### src/ebc_pkg.sv
package ebc_pkg;

  localparam int ADDR_W = 20;
  localparam int DATA_W = 16;
  localparam int AREA_N = 4;
  localparam int AREA_W = 2;

  // multiplexed lane windows
  localparam int MUX16_LSB = 1;
  localparam int MUX8_LSB  = 0;
  localparam int LANE_W    = 8;

  // cycle timing in ref_clk cycles
  localparam int ALE_CYCLES = 1;
  localparam int STB_CYCLES = 2;

  localparam logic [3:0] AREA_NONE = 4'hf;

  typedef enum logic [4:0] {
    EBC_IDLE   = 5'h01,
    EBC_ADDR   = 5'h02,
    EBC_STROBE = 5'h04,
    EBC_END    = 5'h08,
    EBC_HOLD   = 5'h10
  } ebc_state_t;

  typedef struct packed {
    logic                write;
    logic [ADDR_W-1:0]   addr;
    logic [DATA_W-1:0]   wdata;
    logic [AREA_W-1:0]   area;
  } ebc_req_t;

  typedef struct packed {
    logic low_byte_write_strobe_n;
    logic high_byte_write_strobe_n;
    logic rd_n;
    logic upper_byte_enable_n;
    logic wr_n;
  } ebc_strobe_t;

endpackage : ebc_pkg

### src/ebc_strobe_dec.sv
`timescale 1ns/1ps
// strobe pattern for one access
module ebc_strobe_dec (
  input  wire logic                active,
  input  wire logic                write,
  input  wire logic                odd,
  input  wire logic                single_wr_mode,
  input  wire logic                bus8,
  output      ebc_pkg::ebc_strobe_t stb
);
  always_comb begin
    stb = '{default: 1'b1};
    if (active) begin
      if (!write) begin
        stb.rd_n = 1'b0;
      end else if (single_wr_mode) begin
        stb.wr_n = 1'b0;
      end else begin
        stb.low_byte_write_strobe_n  = odd & !bus8;
        stb.high_byte_write_strobe_n = !odd;
      end
      if (single_wr_mode) begin
        stb.upper_byte_enable_n = !odd;
      end
    end
  end
endmodule : ebc_strobe_dec

### src/ebc_bus_ctrl.sv
`timescale 1ns/1ps
// Notes on behaviour
// - 16-bit mux: lanes carry A1..A8
// - one of four active-low area selects low per access
// - low strobes; scheme chosen by configuration
// - split scheme: low write for even
// - split scheme: high write for odd
// - read strobe low; memory drives lanes
// - single scheme: one write strobe plus read
// - single scheme: upper enable low when odd
// - address latch strobe output
// - bus request low holds the device
// - bus grant low throughout hold
// - wait request low keeps wait state
// - 8-bit mux: lanes carry A0..A7
// - separate bus: 20-bit dedicated address
module ebc_bus_ctrl (
  input  wire logic                        ref_clk,
  input  wire logic                        rst_n,
  input  wire logic                        single_wr_mode,
  input  wire logic                        bus8,
  input  wire logic                        mux_mode,
  input  wire logic                        req_valid,
  output      logic                        req_ready,
  input  wire ebc_pkg::ebc_req_t           req,
  output      logic                        rsp_valid,
  output      logic [ebc_pkg::DATA_W-1:0]  rsp_rdata,
  input  wire logic                        bus_req_n,
  input  wire logic                        wait_req_n,
  output      logic                        bus_grant_out,
  output      logic [ebc_pkg::AREA_N-1:0]  area_select_lines,
  output      logic                        ale,
  output      logic                        low_byte_write_strobe,
  output      logic                        high_byte_write_strobe,
  output      logic                        rd_n,
  output      logic                        wr_n,
  output      logic                        upper_byte_enable,
  output      logic                        strobe_oe,
  output      logic [ebc_pkg::ADDR_W-1:0]  addr_o,
  output      logic                        addr_oe,
  input  wire logic [ebc_pkg::DATA_W-1:0]  data_i,
  output      logic [ebc_pkg::DATA_W-1:0]  data_o,
  output      logic                        data_oe
);
  localparam int CW = 2;
  localparam logic [CW-1:0] STB_LAST = CW'(ebc_pkg::STB_CYCLES - 1);

  ebc_pkg::ebc_state_t state_q, state_d;
  ebc_pkg::ebc_req_t   cur_q, cur_d;
  logic [CW-1:0]       cnt_q, cnt_d;
  logic [ebc_pkg::DATA_W-1:0] rdata_q, rdata_d;
  logic                done_q, done_d;
  ebc_pkg::ebc_strobe_t stb;
  logic                 stb_act;

  always_comb begin
    state_d = state_q;
    cur_d   = cur_q;
    cnt_d   = cnt_q;
    rdata_d = rdata_q;
    done_d  = 1'b0;
    case (state_q)
      ebc_pkg::EBC_IDLE: begin
        if (!bus_req_n) begin
          state_d = ebc_pkg::EBC_HOLD;
        end else if (req_valid) begin
          cur_d   = req;
          cnt_d   = '0;
          state_d = ebc_pkg::EBC_ADDR;
        end
      end
      ebc_pkg::EBC_ADDR: begin
        state_d = ebc_pkg::EBC_STROBE;
      end
      ebc_pkg::EBC_STROBE: begin
        if (cnt_q != STB_LAST) begin
          cnt_d = cnt_q + 1'b1;
        end else if (wait_req_n) begin
          if (!cur_q.write) begin
            rdata_d = data_i;
          end
          done_d  = 1'b1;
          state_d = ebc_pkg::EBC_END;
        end
      end
      ebc_pkg::EBC_END: begin
        state_d = ebc_pkg::EBC_IDLE;
      end
      ebc_pkg::EBC_HOLD: begin
        if (bus_req_n) begin
          state_d = ebc_pkg::EBC_IDLE;
        end
      end
      default: state_d = ebc_pkg::EBC_IDLE;
    endcase
  end

  always_ff @(posedge ref_clk or negedge rst_n) begin
    if (!rst_n) begin
      state_q <= ebc_pkg::EBC_IDLE;
      cur_q   <= '0;
      cnt_q   <= '0;
      rdata_q <= '0;
      done_q  <= 1'b0;
    end else begin
      state_q <= state_d;
      cur_q   <= cur_d;
      cnt_q   <= cnt_d;
      rdata_q <= rdata_d;
      done_q  <= done_d;
    end
  end

  assign req_ready = (state_q == ebc_pkg::EBC_IDLE) && bus_req_n;
  assign rsp_valid = done_q;
  assign rsp_rdata = rdata_q;

  assign stb_act = (state_q == ebc_pkg::EBC_STROBE);

  ebc_strobe_dec u_dec (
    .active         (stb_act),
    .write          (cur_q.write),
    .odd            (cur_q.addr[0]),
    .single_wr_mode (single_wr_mode),
    .bus8           (bus8),
    .stb            (stb)
  );

  logic in_cycle;
  logic [ebc_pkg::LANE_W-1:0] lane_addr;
  assign in_cycle = (state_q == ebc_pkg::EBC_ADDR) || stb_act ||
                    (state_q == ebc_pkg::EBC_END);

  always_comb begin
    if (bus8) begin
      lane_addr = cur_q.addr[ebc_pkg::MUX8_LSB +: ebc_pkg::LANE_W];
    end else begin
      lane_addr = cur_q.addr[ebc_pkg::MUX16_LSB +: ebc_pkg::LANE_W];
    end
  end

  always_comb begin
    area_select_lines = ebc_pkg::AREA_NONE;
    if (in_cycle) begin
      area_select_lines[cur_q.area] = 1'b0;
    end
  end

  assign ale                    = (state_q == ebc_pkg::EBC_ADDR);
  assign low_byte_write_strobe  = stb.low_byte_write_strobe_n;
  assign high_byte_write_strobe = stb.high_byte_write_strobe_n;
  assign rd_n                   = stb.rd_n;
  assign wr_n                   = stb.wr_n;
  assign upper_byte_enable      = stb.upper_byte_enable_n;
  assign bus_grant_out          = (state_q != ebc_pkg::EBC_HOLD);
  assign strobe_oe              = (state_q != ebc_pkg::EBC_HOLD);
  assign addr_oe                = (state_q != ebc_pkg::EBC_HOLD);
  assign addr_o                 = cur_q.addr;

  always_comb begin
    data_o  = cur_q.wdata;
    data_oe = 1'b0;
    if (state_q == ebc_pkg::EBC_ADDR && mux_mode) begin
      data_o[ebc_pkg::LANE_W-1:0] = lane_addr;
      data_oe = 1'b1;
    end else if (stb_act && cur_q.write) begin
      data_oe = 1'b1;
    end
  end

  property p_hold_grant;
    @(posedge ref_clk) disable iff (!rst_n)
      (state_q == ebc_pkg::EBC_IDLE && !bus_req_n) |=> !bus_grant_out;
  endproperty
  a_hold_grant: assert property (p_hold_grant) else $error("no hold");

  property p_grant_release;
    @(posedge ref_clk) disable iff (!rst_n)
      !bus_grant_out |-> (!strobe_oe && !addr_oe && !data_oe && rd_n);
  endproperty
  a_grant_release: assert property (p_grant_release) else $error("hold drives");

  property p_grant_low;
    @(posedge ref_clk) disable iff (!rst_n)
      (!bus_grant_out && !bus_req_n) |=> !bus_grant_out;
  endproperty
  a_grant_low: assert property (p_grant_low) else $error("grant left");

  property p_wait_stable;
    @(posedge ref_clk) disable iff (!rst_n)
      (stb_act && cnt_q == STB_LAST && !wait_req_n) |=>
        (stb_act && $stable(area_select_lines) && $stable(addr_o));
  endproperty
  a_wait_stable: assert property (p_wait_stable) else $error("wait lost");

  property p_ale_then_strobe;
    @(posedge ref_clk) disable iff (!rst_n)
      ale |=> (stb_act && !ale) ##1 stb_act;
  endproperty
  a_ale_then_strobe: assert property (p_ale_then_strobe) else $error("ale seq");

  property p_cs_one;
    @(posedge ref_clk) disable iff (!rst_n)
      in_cycle |-> $onehot(~area_select_lines);
  endproperty
  a_cs_one: assert property (p_cs_one) else $error("area select");

  property p_read;
    @(posedge ref_clk) disable iff (!rst_n)
      (stb_act && !cur_q.write) |-> (!rd_n && !data_oe && wr_n);
  endproperty
  a_read: assert property (p_read) else $error("read strobe");

  property p_split_even;
    @(posedge ref_clk) disable iff (!rst_n)
      (stb_act && cur_q.write && !single_wr_mode && !cur_q.addr[0]) |->
        (!low_byte_write_strobe && high_byte_write_strobe);
  endproperty
  a_split_even: assert property (p_split_even) else $error("even write");

  property p_split_odd;
    @(posedge ref_clk) disable iff (!rst_n)
      (stb_act && cur_q.write && !single_wr_mode && cur_q.addr[0]) |->
        !high_byte_write_strobe;
  endproperty
  a_split_odd: assert property (p_split_odd) else $error("odd write");

  property p_single;
    @(posedge ref_clk) disable iff (!rst_n)
      (stb_act && single_wr_mode) |->
        (upper_byte_enable == !cur_q.addr[0]) && (wr_n == !cur_q.write);
  endproperty
  a_single: assert property (p_single) else $error("single scheme");

  property p_mux_lanes;
    @(posedge ref_clk) disable iff (!rst_n)
      (ale && mux_mode && !bus8) |->
        data_o[ebc_pkg::LANE_W-1:0] == cur_q.addr[ebc_pkg::LANE_W:1];
  endproperty
  a_mux_lanes: assert property (p_mux_lanes) else $error("mux lanes");
endmodule : ebc_bus_ctrl

### config.mk
export PLATFORM = sky130hd
export DESIGN_NAME = ebc_bus_ctrl
export DESIGN_NICKNAME = d
export VERILOG_FILES = /design/src/ebc_pkg.sv /design/src/ebc_strobe_dec.sv /design/src/ebc_bus_ctrl.sv
export SDC_FILE = /design/constraint.sdc
export NUM_CORES = 1
export LEC_CHECK = 0
export BUFFER_PORTS_ARGS = -buffer_cell sky130_fd_sc_hd__buf_2
export CAP_MARGIN = 20
export CELL_PAD_IN_SITES_DETAIL_PLACEMENT = 2
export CELL_PAD_IN_SITES_GLOBAL_PLACEMENT = 2
export CORE_MARGIN = 2
export CORE_UTILIZATION = 26
export DETAILED_ROUTE_END_ITERATION = 7
export PLACE_DENSITY = 0.77
export SLEW_MARGIN = 20
export SYNTH_ARGS = -nofsm -noshare
export SYNTH_HDL_FRONTEND = slang
export SYNTH_SLANG_ARGS = --single-unit
export TNS_END_PERCENT = 5
### constraint.sdc
create_clock -name ref_clk -period 1.9 [get_ports ref_clk]
set_input_delay 0.19 -clock ref_clk [delete_from_list [all_inputs] [get_ports ref_clk]]
set_output_delay 0.19 -clock ref_clk [all_outputs]
set_load 0.01 [all_outputs]
==> results.txt <==
Iter 0 DRT Violations - 63
Num Clock Sinks - 63
Dpl ws - 0.0611 ns
Syn Area/Cell - 12.9 sq um
Gr ovfl total - 0
Asr flop ratio synth - 100%
DRC violations left - 0
Yosys warnings - 0
CP arrival - 1.67 ns
Worst-path clk slew - 0.05 ns
RR Endpoint - rsp_rdata[15]$_DFFE_PN0P_
Layout cells sized above 1 - 63.4%
Final nets - 417
Switching Share - 32.8%
Pleak - 2.08 nW
Fmax - 538 MHz
Worst skew pair latency - 0.32 ns
H-tree depth - 3
Synth-to-layout area growth - 34.5%
Cells after Synth - 233
Dpl cells - 475
Non-Filler Instances - 501
Die footprint - 12,400 sq um
Worst Tran Pin Value - 0.354 ns
Drt total wl - 8070 um
Fin worst setup slack - 0.0396 ns
Top-area cell type share of the netlist area - 51.6%
R2R depth - 6
Worst flop-to-flop path startpoint - cnt_q[1]$_DFFE_PN0P_
CTS tree - built
CP endpoint - data_o[1]
Number of synthesized register bits - 63
RSZ-0062 raised after global routing - yes
Mapped Area - 3010 sq um
Top FF cell, synth - dfrtp_1
Final Skew - 0.00508 ns
Peak VDD IR - 0.532 mV
Drt pass-1 iters - 2
Largest net degree at the start of global routing - 64
Core ar. - 11,400 sq um
Reg power frac - 37.6%
Worst Setup End Kind - output pin
Internal Dissipation - 0.00398 W
Final hold violations - 0
Synth unique cells - 37
Vias per cell - 4.47
Clock power frac - 25.6%
DP HPWL - 5720 um
Psw - 0.00194 W
GRT Total Usage - 13.5%
Synthesized net count - 297
Relative slew slack - 76.4%
Max_cap viols - 0
Vias in the first global route - 2,570
Fin. max-slew vios - 0
First-pass GRT wire length - 13,300 um
Number of flops mapped to enable cells by yosys - 0
Gpl congestion - 0.698
Maximum root-to-sink buffer count - 2
# IOs - 131
FP Rows - 39
Gate power share - 36.8%
Top cells by area, synth - dfrtp_1 (52%), mux2_2 (17%), buf_4 (7.5%)
Final Cycle Share - 97.9%
Sequential area share after synthesis - 52.5%
Critical path type - reg -> out
FF-to-FF setup slack - 0.10 ns
Antenna diodes - 0
Final setup viols - 0
Initial antenna violation count - 0
Number of port buffers - 130
CP required - 1.71 ns
Worst setup SP type - flip-flop
ANT nets after route - 0
Vias post-DR - 2,239
WL per Instance - 16.1 um
Worst Hold Class - in -> reg
Crit path time final - 1.86 ns
Yosys top cell by area - dfrtp_1
DIE WIDTH - 112 um
Clock buffer count from CTS - 9
CTS root buffer - clkbuf_16
Pwr dens - 1470 nW/um^2
Status - complete, no violations
Starting Density - 26.4%
Final core utilization - 35.6%
Critical Path Start - state_q[0]$_DFFE_PN1P_
Crit path max fanout - 5
DIE HEIGHT - 112 um
Fillers - 1,221
[logic make-up after synthesis]
kind of cell	share of synthesized area [%]
xor+xnor	0.583
mux	24.5
simple gates	8.07
fa+ha+maj	0.416
compound gates	3.75
buf+inv	10.2
flops	52.5
[synthesized netlist by cell type (all sizes together) (3+ instances only)]
cell    count
mux2i       8
dfrtp      62
buf        37
nand3       5
clkbuf      3
mux2       55
nor2b       4
and3        3
o21ai      10
nand2      11
nand4       5
inv         4
nor2        6
[through the flow]
step           total power (W)  instance area [sq um]  setup TNS, ns  hold slack, ns
5_1_grt                0.00634                   4040         -0.109          0.0526
4_1_cts                0.00598                   3990      -0.000709          0.0473
6_report               0.00592                   4040              0          0.0666
3_3_place_gp           0.00421                   3640              0           0.237
3_5_place_dp           0.00433                   3640              0           0.237
2_1_floorplan          0.00381                   3010              0          -0.106
[critical path: stages (launching register included)]
cell and delay, ns:
dfstp_2 0.56, nor2_4 0.05, buf_6 0.11, nand4_1 0.07, buf_6 0.13, buf_6 0.12, nand2_1 0.06, o21ai_1 0.09
buf_2 0.15
[how the worst min path moves through the flow]
stage / start / to / slack (ns) / cells past startpoint
6_report: req_valid / state_q[0]$_DFFE_PN1P_ / 0.07 / 2
5_1_grt: req_valid / state_q[0]$_DFFE_PN1P_ / 0.05 / 2
4_1_cts: req_valid / state_q[0]$_DFFE_PN1P_ / 0.05 / 2
3_5_place_dp: rst_n / addr_o[16]$_DFFE_PN0P_ / 0.24 / 2
3_3_place_gp: rst_n / addr_o[16]$_DFFE_PN0P_ / 0.24 / 2
2_1_floorplan: rst_n / addr_o[0]$_DFFE_PN0P_ / -0.11 / 0
[per-layer routing]
metal,vias to the layer above,track usage (%),routed length [um]
li1,1029,-,-
met1,1127,16.6,3430
met2,74,22.8,4120
met3,9,3.86,434
met4,0,4.69,87
met5,-,0,0
[state kept, by name, indices dropped and copies added, names as in the netlist]
| name | cells |
|---|---|
| addr_o | 20 |
| cnt_q | 2 |
| cur_q | 11 |
| data_o | 8 |
| rsp_rdata | 16 |
| rsp_valid | 1 |
| state_q | 5 |
[final cells by class]
class	count	area, sq um	share of cell area [%]
Sequential cell	63	1580	39.1
Clock buffer	16	272	6.72
Tap cell	143	179	4.43
Multi-Input combinational cell	126	1150	28.5
Inverter	4	15.0	0.371
Timing Repair Buffer	149	846	20.9
[placed cells by master (no fill, tap or decap), types with 4 or more instances in the layout]
master	count
dfrtp_1	60
o21ai_1	7
nand2_1	8
mux2_2	45
clkbuf_16	9
nor2b_1	4
mux2i_1	8
inv_1	4
buf_6	6
nand3_1	4
buf_2	129
nand4_1	5
mux2_4	10
clkbuf_1	5
buf_4	11
[power groups by stage]
| stage | Clock (W) | Combinational, W | Sequential, W |
|---|---|---|---|
| detailed placement | 0 | 0.00208 | 0.00226 |
| finish | 0.00152 | 0.00218 | 0.00223 |
| global route | 0.00163 | 0.00239 | 0.00232 |
| floorplan | 0 | 0.00163 | 0.00218 |
| global placement | 0 | 0.00199 | 0.00222 |
| CTS | 0.00158 | 0.00217 | 0.00224 |
[what timing repair did]
item	4_1_cts	5_1_grt
endpoints found under the setup margin	13	47
gates cloned	2	0
endpoints found under the hold margin	62	0
setup buffers	3	4
hold buffers	1	0
gates resized for setup	16	10
pin swaps	3	1
Power figures use the tool's default switching activity.
